--- config.mk ---
export PLATFORM = sky130hd
export DESIGN_NAME = tgsc_top
export DESIGN_NICKNAME = d
export VERILOG_FILES = /design/src/tgsc_pkg.sv /design/src/tgsc_sync.sv /design/src/tgsc_top.sv
export SDC_FILE = /design/constraint.sdc
export NUM_CORES = 1
export LEC_CHECK = 0
export ABC_AREA = 0
export BUFFER_PORTS_ARGS = -buffer_cell sky130_fd_sc_hd__buf_2
export CORE_ASPECT_RATIO = 1.25
export CORE_MARGIN = 5
export CORE_UTILIZATION = 56
export CTS_BUF_LIST = sky130_fd_sc_hd__clkbuf_4 sky130_fd_sc_hd__clkbuf_8 sky130_fd_sc_hd__clkbuf_16
export DETAILED_ROUTE_END_ITERATION = 10
export PLACE_DENSITY = 0.8
export SYNTH_ARGS = -nofsm -noshare
export SYNTH_HDL_FRONTEND = slang
export SYNTH_SLANG_ARGS = --single-unit
export TNS_END_PERCENT = 1
--- constraint.sdc ---
create_clock -name clk_i -period 6.1 [get_ports clk_i]
set_input_delay 0.61 -clock clk_i [delete_from_list [all_inputs] [get_ports clk_i]]
set_output_delay 0.61 -clock clk_i [all_outputs]
set_load 0.02 [all_outputs]
--- src/tgsc_pkg.sv ---
package tgsc_pkg;
	// ****************************************
	// status word layout
	// ****************************************
	localparam int STATUS_W = 32;
	localparam int ERRCNT_MSB = 31;
	localparam int ERRCNT_LSB = 16;
	localparam int ERRCNT_W = 16;
	localparam int IDX_MSB = 9;
	localparam int IDX_LSB = 2;
	localparam int IDX_W = 8;
	localparam int RES_W = 2;
	localparam logic [1:0] RES_NONE = 2'h0;
	localparam logic [1:0] RES_PASS = 2'h1;
	localparam logic [1:0] RES_FAIL = 2'h2;
	localparam logic [1:0] RES_HANG = 2'h3;
	// ****************************************
	// register port
	// ****************************************
	localparam int ADDR_W = 4;
	localparam logic [3:0] REG_CTRL = 4'h0;
	localparam logic [3:0] REG_STATUS = 4'h4;
	localparam logic [3:0] REG_ERR_EN = 4'h8;
	localparam logic [3:0] REG_RETRY = 4'hC;
	localparam int CTRL_SYSINIT_BIT = 0;
	localparam int CTRL_LITE_SEQ_BIT = 1;
	localparam logic [7:0] RETRY_RST = 8'h04;
	localparam logic [7:0] ENTRIES_RST = 8'h10;
	localparam int HANG_TIME_NS = 10000;
	localparam int CLK_NS = 10;
	localparam int HANG_CYC = HANG_TIME_NS / CLK_NS;
	localparam int HANG_W = 16;
endpackage

--- src/tgsc_sync.sv ---
`timescale 1ns/1ps
`default_nettype none
module tgsc_sync
(
	// clock and reset
	input wire logic clk_i,
	input wire logic rst_n_i,
	// pin in, qualified pulse out
	input wire logic d_i,
	output logic rise_o
);
	logic s1_ff;
	logic s2_ff;
	logic s3_ff;
	logic lvl_ff;

	always_ff @(posedge clk_i or negedge rst_n_i)
	begin
		if (!rst_n_i)
		begin
			s1_ff <= 1'b0;
			s2_ff <= 1'b0;
			s3_ff <= 1'b0;
			lvl_ff <= 1'b0;
		end
		else
		begin
			s1_ff <= d_i;
			s2_ff <= s1_ff;
			s3_ff <= s2_ff;
			if (s2_ff == s3_ff)
				lvl_ff <= s3_ff;
		end
	end

	// one pulse per agreed rising level
	assign rise_o = (s2_ff == s3_ff) && s3_ff && !lvl_ff;
endmodule // tgsc_sync
`default_nettype wire

--- src/tgsc_top.sv ---
// Decided for this implementation: the strobed register port and the register addresses.
`timescale 1ns/1ps
`default_nettype none
// Summary of operation
// - the completion interrupt output rises once generation of the entry list has finished.
// - in lightweight-bus sequence operation the done flag marks the end of the whole sequence.
// - a 32-bit status output reports the outcome of init and test operation.
// - status bits 31:16 count errors seen during generation and bits 15:10 read zero.
// - status bits 9:2 show the entry index being processed, advancing with each entry.
// - a failing entry is reissued up to a retry limit, then the run stops with the index kept.
// - status bits 1:0 give 01 pass, 10 fail, 11 hang, and 00 is no result, which a run ended by stop keeps.
// - a start pulse begins traffic generation.
// - a stop pulse ends traffic generation.
// - in init operation the read channel of the lightweight master is never used.
// - start and stop alone control the block, with no processor needed.
module tgsc_top
#(
	parameter int HANG_CYCLES = tgsc_pkg::HANG_CYC
)
(
	// clock and reset
	input wire logic clk_i,
	input wire logic rst_n_i,
	// system control pins
	input wire logic ext_start_i,
	input wire logic ext_stop_i,
	// entry engine handshake
	input wire logic entry_ack_i,
	input wire logic entry_err_i,
	output logic entry_issue_o,
	output logic rd_chan_en_o,
	// register port
	input wire logic [3:0] reg_addr_i,
	input wire logic [31:0] reg_wdata_i,
	input wire logic reg_wr_i,
	input wire logic reg_rd_i,
	output logic [31:0] reg_rdata_o,
	// system outputs
	output logic irq_o,
	output logic err_o,
	output logic done_o,
	output logic [31:0] status_o
);
	typedef enum {TGSC_IDLE, TGSC_ISSUE, TGSC_WAIT, TGSC_END} tgsc_state_t;

	logic rst_a_ff;
	logic rst_ff;
	logic start_p;
	logic stop_p;
	tgsc_state_t state_ff;
	logic [7:0] idx_ff;
	logic [7:0] retry_ff;
	logic [15:0] errcnt_ff;
	logic [1:0] res_ff;
	logic [15:0] hang_ff;
	logic [1:0] ctrl_ff;
	logic err_en_ff;
	logic [7:0] retry_max_ff;
	logic [7:0] entries_ff;
	logic fin;
	logic [1:0] fin_res;
	logic [31:0] stat_w;
	logic fin_ff;

	// ****************************************
	// reset release
	// ****************************************
	always_ff @(posedge clk_i or negedge rst_n_i)
	begin
		if (!rst_n_i)
		begin
			rst_a_ff <= 1'b0;
			rst_ff <= 1'b0;
		end
		else
		begin
			rst_a_ff <= 1'b1;
			rst_ff <= rst_a_ff;
		end
	end

	tgsc_sync u_start
	(
		.clk_i(clk_i),
		.rst_n_i(rst_ff),
		.d_i(ext_start_i),
		.rise_o(start_p)
	);

	tgsc_sync u_stop
	(
		.clk_i(clk_i),
		.rst_n_i(rst_ff),
		.d_i(ext_stop_i),
		.rise_o(stop_p)
	);

	// ****************************************
	// registers
	// ****************************************
	always_ff @(posedge clk_i or negedge rst_ff)
	begin
		if (!rst_ff)
		begin
			ctrl_ff <= 2'h0;
			err_en_ff <= 1'b0;
			retry_max_ff <= tgsc_pkg::RETRY_RST;
			entries_ff <= tgsc_pkg::ENTRIES_RST;
		end
		else if (reg_wr_i)
		begin
			case (reg_addr_i)
				tgsc_pkg::REG_CTRL: ctrl_ff <= reg_wdata_i[1:0];
				tgsc_pkg::REG_ERR_EN: err_en_ff <= reg_wdata_i[0];
				tgsc_pkg::REG_RETRY:
				begin
					retry_max_ff <= reg_wdata_i[7:0];
					entries_ff <= reg_wdata_i[15:8];
				end
				default: ;
			endcase
		end
	end

	// reserved status bits stay zero
	assign stat_w = {errcnt_ff, 6'h00, idx_ff, res_ff};

	always_ff @(posedge clk_i or negedge rst_ff)
	begin
		if (!rst_ff)
			reg_rdata_o <= 32'h0;
		else if (reg_rd_i)
		begin
			case (reg_addr_i)
				tgsc_pkg::REG_CTRL: reg_rdata_o <= {30'h0, ctrl_ff};
				tgsc_pkg::REG_STATUS: reg_rdata_o <= stat_w;
				tgsc_pkg::REG_ERR_EN: reg_rdata_o <= {31'h0, err_en_ff};
				tgsc_pkg::REG_RETRY: reg_rdata_o <= {16'h0, entries_ff, retry_max_ff};
				default: reg_rdata_o <= 32'h0;
			endcase
		end
		else
			reg_rdata_o <= 32'h0;
	end

	// ****************************************
	// sequencer
	// ****************************************
	// end of run: last entry acked, retries spent, or watchdog
	always_comb
	begin
		fin = 1'b0;
		fin_res = tgsc_pkg::RES_PASS;
		if (state_ff == TGSC_WAIT)
		begin
			if (hang_ff == 16'(HANG_CYCLES - 1))
			begin
				fin = 1'b1;
				fin_res = tgsc_pkg::RES_HANG;
			end
			else if (entry_ack_i && entry_err_i && retry_ff == retry_max_ff)
			begin
				fin = 1'b1;
				fin_res = tgsc_pkg::RES_FAIL;
			end
			else if (entry_ack_i && !entry_err_i && idx_ff == entries_ff - 8'h01)
				fin = 1'b1;
		end
	end

	always_ff @(posedge clk_i or negedge rst_ff)
	begin
		if (!rst_ff)
		begin
			state_ff <= TGSC_IDLE;
			idx_ff <= 8'h00;
			retry_ff <= 8'h00;
			errcnt_ff <= 16'h0;
			res_ff <= tgsc_pkg::RES_NONE;
			hang_ff <= 16'h0;
		end
		else if (stop_p && state_ff != TGSC_IDLE && state_ff != TGSC_END)
			state_ff <= TGSC_END;
		else
		begin
			case (state_ff)
				TGSC_IDLE, TGSC_END:
					if (start_p)
					begin
						state_ff <= TGSC_ISSUE;
						idx_ff <= 8'h00;
						retry_ff <= 8'h00;
						errcnt_ff <= 16'h0;
						res_ff <= tgsc_pkg::RES_NONE;
					end
				TGSC_ISSUE:
				begin
					hang_ff <= 16'h0;
					state_ff <= TGSC_WAIT;
				end
				TGSC_WAIT:
				begin
					hang_ff <= hang_ff + 16'h1;
					if (entry_ack_i && entry_err_i && errcnt_ff != 16'hFFFF)
						errcnt_ff <= errcnt_ff + 16'h1;
					if (fin)
					begin
						res_ff <= fin_res;
						state_ff <= TGSC_END;
					end
					else if (entry_ack_i)
					begin
						state_ff <= TGSC_ISSUE;
						if (entry_err_i)
							retry_ff <= retry_ff + 8'h01;
						else
						begin
							retry_ff <= 8'h00;
							idx_ff <= idx_ff + 8'h01;
						end
					end
				end
				default: state_ff <= TGSC_IDLE;
			endcase
		end
	end

	// ****************************************
	// outputs
	// ****************************************
	always_ff @(posedge clk_i or negedge rst_ff)
	begin
		if (!rst_ff)
		begin
			entry_issue_o <= 1'b0;
			rd_chan_en_o <= 1'b0;
			irq_o <= 1'b0;
			err_o <= 1'b0;
			done_o <= 1'b0;
			status_o <= 32'h0;
			fin_ff <= 1'b0;
		end
		else
		begin
			entry_issue_o <= (state_ff == TGSC_ISSUE);
			rd_chan_en_o <= !ctrl_ff[tgsc_pkg::CTRL_SYSINIT_BIT];
			// completion shows one cycle late so that status already carries the result
			fin_ff <= (state_ff == TGSC_WAIT) && fin && !stop_p;
			irq_o <= fin_ff;
			err_o <= err_en_ff && (state_ff == TGSC_WAIT) && entry_ack_i && entry_err_i && !stop_p;
			if (fin_ff && ctrl_ff[tgsc_pkg::CTRL_LITE_SEQ_BIT])
				done_o <= 1'b1;
			else if (start_p)
				done_o <= 1'b0;
			status_o <= stat_w;
		end
	end

	// ****************************************
	// checks
	// ****************************************
	property p_res_nonzero;
		@(posedge clk_i) disable iff (!rst_ff)
		$rose(irq_o) |-> status_o[1:0] != 2'h0;
	endproperty
	a_res_nonzero: assert property (p_res_nonzero) else $error("no result at completion");

	property p_reserved_zero;
		@(posedge clk_i) disable iff (!rst_ff)
		status_o[15:10] == 6'h00;
	endproperty
	a_reserved_zero: assert property (p_reserved_zero) else $error("reserved status bits set");

	property p_irq_pulse;
		@(posedge clk_i) disable iff (!rst_ff)
		irq_o |=> !irq_o;
	endproperty
	a_irq_pulse: assert property (p_irq_pulse) else $error("irq longer than one cycle");

	property p_stop_ends;
		@(posedge clk_i) disable iff (!rst_ff)
		stop_p && state_ff == TGSC_WAIT |=> state_ff == TGSC_END;
	endproperty
	a_stop_ends: assert property (p_stop_ends) else $error("stop did not end run");

	property p_start_runs;
		@(posedge clk_i) disable iff (!rst_ff)
		start_p && state_ff == TGSC_IDLE |=> ##1 entry_issue_o;
	endproperty
	a_start_runs: assert property (p_start_runs) else $error("start did not issue");

	property p_fail_keeps_idx;
		@(posedge clk_i) disable iff (!rst_ff)
		state_ff == TGSC_WAIT && fin && fin_res == tgsc_pkg::RES_FAIL |=> ##1 status_o[9:2] == $past(idx_ff, 2);
	endproperty
	a_fail_keeps_idx: assert property (p_fail_keeps_idx) else $error("index lost on fail");

	property p_done_status;
		@(posedge clk_i) disable iff (!rst_ff)
		$rose(done_o) |-> irq_o && status_o[1:0] != 2'h0;
	endproperty
	a_done_status: assert property (p_done_status) else $error("done without result");

	property p_err_count;
		@(posedge clk_i) disable iff (!rst_ff)
		err_o |-> ##1 status_o[31:16] == $past(status_o[31:16]) + 16'h1 || status_o[31:16] == 16'hFFFF;
	endproperty
	a_err_count: assert property (p_err_count) else $error("error not counted");

	property p_init_no_read;
		@(posedge clk_i) disable iff (!rst_ff)
		ctrl_ff[0] |=> !rd_chan_en_o;
	endproperty
	a_init_no_read: assert property (p_init_no_read) else $error("read channel used in init");
endmodule // tgsc_top
`default_nettype wire

==> results of run 1 <==
-- final cells by class --
type | count | area share [%]
inverters | 17 | 0.847
repair buffers | 94 | 6.41
clock inverters | 15 | 2.47
clock buffers | 17 | 5.64
well taps | 135 | 2.24
multi-input cells | 386 | 34.2
flip-flops and latches | 145 | 48.2
-- cells in the final DEF, fill, tap and decap left out, types with 3 or more instances in the layout --
master / instances
nand3_1: 32
inv_1: 17
buf_2: 90
mux2_2: 23
xor2_1: 20
o211ai_1: 3
o22ai_1: 4
clkbuf_16: 17
nand2_1: 43
inv_8: 3
a22o_1: 3
nor3b_1: 4
o31ai_1: 8
or3_1: 5
o21ai_0: 19
a31oi_1: 3
nand4_1: 10
xnor2_1: 16
nor4_1: 7
buf_4: 3
and3_1: 32
a211o_1: 3
mux2i_1: 4
nand4b_1: 5
a21oi_1: 16
nor2_1: 45
ha_1: 12
conb_1: 7
and2_1: 5
dfrtp_1: 142
inv_6: 7
nor3_1: 10
a22oi_1: 10
-- per-layer routing --
metal	track usage, %	vias to the layer above	part of all wire, %
met4	8.00	0	2.0
met2	36.8	172	51
met3	4.88	29	5.9
met1	25.7	2328	41
li1	-	2198	-
met5	0	-	0
-- through the flow --
| step | hold slack [ns] | worst slack [ns] | utilization (%) |
|---|---|---|---|
| after global routing | 0.283 | 3.06 | 67.7 |
| after CTS | 0.285 | 3.24 | 67.7 |
| after global placement | 0.334 | 3.10 | 62.1 |
| after floorplan | 0.314 | 1.76 | - |
| final | 0.293 | 3.22 | 67.7 |
| after detailed placement | 0.335 | 3.02 | 62.1 |
-- worst max-delay path, cell delays in order, from the launching register on --
cell and delay [ns]:
dfrtp_1 0.46, inv_1 0.11, ha_1 0.37, nor3b_1 0.35, o21ai_2 0.18, a311o_1 0.43
a211oi_2 0.39, nand3_1 0.18, xor2_1 0.20, nor2_1 0.06
-- final timing paths --
kind | start | to | slack [ns]
max | state_ff[0] | errcnt_ff[15] | 3.22
min | ext_start_i | u_start.s1_ff | 0.29
max reg2reg | state_ff[0] | errcnt_ff[15] | 3.22
min reg2reg | rst_a_ff | rst_ff | 0.35
max in group asynchronous | rst_ff | status_o[16] | 4.26
min in group asynchronous | rst_n_i | rst_ff | 0.49
-- power groups by stage --
stage	clock network (W)	logic (W)	registers, W
after floorplan	0	0.000362	0.00117
after global placement	0	0.000469	0.00116
after detailed placement	0	0.000494	0.00117
after CTS	0.00108	0.000501	0.00115
after global routing	0.00112	0.000550	0.00116
final	0.00106	0.000506	0.00115
-- logic make-up after synthesis --
logic type,Yosys count
simple gates,217
other cells,2
mux,27
buf+inv,45
fa+ha+maj,12
xor+xnor,37
flops,145
compound gates,86
-- flip-flops by register name, indices dropped and copies added, names as in the netlist, 2 cells and up --
register      cells
entries_ff        8
hang_ff          16
retry_max_ff      8
errcnt_ff        16
ctrl_ff           2
reg_rdata_o      32
state_ff          2
res_ff            2
retry_ff          8
idx_ff            8
status_o         26
==> flow_metrics.py, run 1 <==
metrics = {
    "synth": {
        "synth_top_family_by_area": "simple AND/OR/NAND/NOR gates",
        "syn_area_um2": 6410,
        "yosysMostFrequentCell": "dfrtp_1",
        "synth_common_cells": "dfrtp_1, nor2_1, nand2_1, and3_1, nand3_1",
        "synth-simple-area-share_pct": 18.0,
        "synth_seq_area_share_pct": 56.6,
        "avgSynthCellArea_um2": 11.2,
        "synth_mux_area_share_pct": 4.66,
        "synth_area_leader_cell": "dfrtp_1",
        "syn-instance-count": 571,
        "synth_seq_cells": 145,
        "synthAdderAreaFrac_pct": 2.34,
        "synth_edf_count": 0,
        "yosys-top-cells-area": "dfrtp_1, mux2_2, and3_1",
        "synth_top_area_share_pct": 55.8,
        "synth_warnings": 0,
        "yosys.cell_types.count": 65,
        "synth_xor_xnor_area_share_pct": 5.17,
        "synth-async-reset-ratio_pct": 100,
        "ys.flop_type": "dfrtp_1",
        "synth_compound_area_share_pct": 9.52,
    },
    "clocking": {
        "clkLatencyLatePin_ns": 0.42,
        "clock-root-buffer": "clkbuf_16",
        "clock_sinks": 145,
        "path_clk_slew_ns": 0.07,
        "cts_hold_buf": 1,
        "cts_inserted_buffers": 17,
        "clk_path_buf_depth": 2,
        "cts_resized": 0,
        "post_cts_buffers": 0,
        "ctsHtreeMaxLevel": 4,
        "cts_tree": "built",
    },
    "cells_and_area": {
        "ff_latch_area_um2": 3630,
        "fin_area_um2": 7540,
        "area_delta_synth_final_pct": 17.6,
        "nFillCells": 811,
        "final_layout_size_suffix_gt1_share_pct": 25.4,
        "instances_no_fill": 809,
        "multiInputGateArea_um2": 2570,
        "antenna_cells": 0,
        "final_net_count": 717,
    },
    "worst_setup_path": {
        "critical_path_class": "reg2reg",
        "end_kind": "flip-flop",
        "critPathRequiredTime_ns": 6.37,
        "rr_worst_depth": 9,
        "setup.worst_path.start_class": "flip-flop",
        "crit_arrival_ns": 3.15,
        "cp_max_fo": 9,
    },
    "die": {
        "io-pin-count": 113,
        "dieArea_um2": 13700,
        "die_w_um": 106,
        "start_util_pct": 57.6,
        "rows": 43,
        "die_height_um": 130,
        "core_area_um2": 11100,
    },
    "power_and_ir_drop": {
        "leakagePower_nw": 3.73,
        "combPwrFrac_pct": 18.6,
        "p_clk_share_pct": 39.1,
        "peakVddDrop_mv": 0.207,
        "power.switching_w": 0.000878,
        "seqPwrFrac_pct": 42.3,
        "p_int_w": 0.00184,
        "power_w": 0.00272,
        "powerDensity_nw_per_um2": 361,
        "swShare_pct": 32.3,
    },
    "global_route": {
        "grt_pass1_wl_um": 23100,
        "grt_antenna_before_repair": 0,
        "grt_pass1_vias": 4736,
        "gr-total-overflow": 0,
        "grt_util_all_layers_pct": 21.1,
        "grt_max_degree": 83,
    },
    "route": {
        "vias": 4727,
        "drtPass1Iterations": 5,
        "drtIter0Drc": 327,
        "wl_um": 13800,
        "drc": 0,
        "drtAntennaViolNets": 0,
        "viasPerCell": 5.84,
        "avgRoutedWirePerCell_um": 17.0,
    },
    "sta": {
        "fin_crit_sh_pct": 47.2,
        "fmax_ghz": 0.347,
        "tightest_slew_ns": 1.04,
        "slew_headroom_pct": 30.7,
        "setup_tns_ns": 0,
        "period_minus_slack_ns": 2.88,
        "slew_violations": 0,
        "clock_skew_ns": 0.00833,
        "rsz0062_at_grt": "no",
        "setup_violations": 0,
        "hold_viol": 0,
    },
    "run": {
        "maxCapViolCount": 0,
    },
    "placement": {
        "place_hpwl_um": 9370,
        "portBuffers": 90,
        "place_area_um2": 6920,
        "dp_cells": 776,
        "place.gp.congestion": 0.865,
    },
    "min_path": {
        "hold_path.class": "in2reg",
        "worst_hold_path.num_cells": 1,
    },
    "outcome": {
        "status": "complete, no violations",
    },
}
Note: power is estimated with default switching activity, not from simulation.
==> run 2, diff against run 1 <==
clock period = 2.8 ns   (was 6.1 ns; I/O delays follow)
==> flow_metrics.py, run 2 (synthesis gave the netlist of run 1 again) <==
metrics = {
    "outcome": {
        "status": "complete, no violations",
    },
    "global_route": {
        "grt_max_degree": 144,
        "grt_antenna_before_repair": 0,
        "grt_pass1_vias": 4744,
        "grt_util_all_layers_pct": 20.8,
        "gr-total-overflow": 0,
        "grt_pass1_wl_um": 22600,
    },
    "worst_setup_path": {
        "critPathRequiredTime_ns": 3.07,
        "rr_worst_depth": 9,
        "startpoint": "state_ff[0]",
        "setup.worst_path.start_class": "flip-flop",
        "crit_arrival_ns": 2.86,
        "end_kind": "flip-flop",
        "reg2reg_to": "errcnt_ff[15]",
        "critical_path_class": "reg2reg",
        "cp_max_fo": 9,
        "crit-reg2reg-launch": "state_ff[0]",
        "reg2reg_slack_ns": 0.21,
        "crit_path_end": "errcnt_ff[15]",
    },
    "sta": {
        "period_minus_slack_ns": 2.59,
        "slew_violations": 0,
        "hold_viol": 0,
        "setup_tns_ns": 0,
        "fmax_ghz": 0.386,
        "tightest_slew_ns": 0.807,
        "fin_ws_ns": 0.210,
        "fin_crit_sh_pct": 92.5,
        "clock_skew_ns": 0.00661,
        "rsz0062_at_grt": "no",
        "slew_headroom_pct": 46.0,
        "hold_ws_ns": 0.0893,
        "setup_violations": 0,
    },
    "clocking": {
        "ctsHtreeMaxLevel": 4,
        "cts_tree": "built",
        "post_cts_buffers": 0,
        "clk_path_buf_depth": 2,
        "clock_sinks": 145,
        "clkLatencyLatePin_ns": 0.42,
        "path_clk_slew_ns": 0.06,
        "clock-root-buffer": "clkbuf_16",
        "cts_inserted_buffers": 17,
    },
    "power_and_ir_drop": {
        "leakagePower_nw": 3.78,
        "powerDensity_nw_per_um2": 761,
        "peakVddDrop_mv": 0.520,
    },
    "cells_and_area": {
        "fin_util_pct": 68.5,
        "final_layout_size_suffix_gt1_share_pct": 26.6,
        "area_delta_synth_final_pct": 18.9,
        "instances_no_fill": 820,
        "final_net_count": 728,
        "largest_register_ffs": 32,
        "nFillCells": 799,
        "reg.largest.list": "reg_rdata_o x32, status_o x26",
        "final_cell_mix": "dfrtp_1, buf_2, nor2_1",
        "top_register": "reg_rdata_o",
        "multiInputGateArea_um2": 2600,
        "ff_latch_area_um2": 3630,
        "final_common_cell": "dfrtp_1",
        "antenna_cells": 0,
    },
    "route": {
        "drc": 0,
        "drtAntennaViolNets": 0,
        "viasPerCell": 5.78,
        "vias": 4738,
        "avgRoutedWirePerCell_um": 16.5,
        "wl_um": 13500,
        "drtPass1Iterations": 5,
        "drtIter0Drc": 360,
    },
    "die": {
        "io-pin-count": 113,
        "core_area_um2": 11100,
        "dieArea_um2": 13700,
        "rows": 43,
        "die_w_um": 106,
        "start_util_pct": 57.6,
        "die_height_um": 130,
    },
    "min_path": {
        "hold_path.class": "in2reg",
    },
    "placement": {
        "place.gp.congestion": 0.794,
        "dp_cells": 785,
        "place_hpwl_um": 9300,
        "pre_cts_slack_ns": 0.142,
        "portBuffers": 90,
    },
    "run": {
        "maxCapViolCount": 0,
    },
}
==> run 2: timing repair <==
action | in CTS | in global routing
resized for setup | 0 | 4
setup endpoints to repair | 0 | 15
hold endpoints to repair | 4 | 0
hold buffers | 3 | 0
==> run 2: worst max-delay path, stage by stage (launching register included) <==
cell	delay, ns
dfrtp_1	0.47
inv_1	0.11
ha_1	0.22
or4b_1	0.63
o21ai_2	0.12
a311o_1	0.36
a211oi_2	0.16
nand3_1	0.13
xor2_1	0.18
nor2_1	0.05
==> run 2: cell type report <==
class | instances | area share [%]
well taps | 135 | 2.22
flip-flops and latches | 145 | 47.7
clock buffers | 17 | 5.58
inverters | 17 | 0.837
multi-input cells | 386 | 34.1
repair buffers | 105 | 7.65
clock inverters | 15 | 1.95
==> run 2: per-stage QoR <==
stage	power, W	area [µm²]
after floorplan	0.00333	6430
after global placement	0.00361	7000
after detailed placement	0.00366	7000
after CTS	0.00581	7600
after global routing	0.00609	7620
final	0.00580	7620
==> run 2: worst min-delay path by stage <==
stage                    start               to  slack [ns]  depth (start not counted)
2_1_floorplan          rst_n_i         rst_a_ff       -0.02                          0
3_3_place_gp           rst_n_i         rst_a_ff        0.07                          1
3_5_place_dp           rst_n_i         rst_a_ff        0.07                          1
4_1_cts        reg_wdata_i[15]    entries_ff[7]        0.08                          2
5_1_grt         reg_wdata_i[2]  retry_max_ff[2]        0.08                          2
6_report       reg_wdata_i[15]    entries_ff[7]        0.09                          2
==> run 2: per-layer routing <==
metal	share of wire [%]	global-route usage [%]	vias up	wire, µm
met3	6.4	5.33	26	860
met1	41	26.6	2322	5590
met5	0	0	-	0
met2	50	34.5	163	6810
li1	-	-	2227	-
met4	2.1	7.85	0	285
==> run 2: where the power goes <==
part,leakage [nW],switching [W],internal (W)
Sequential,1.95,0.000205,0.00228
Combinational,1.55,0.000764,0.000429
Clock,0.274,0.000953,0.00117
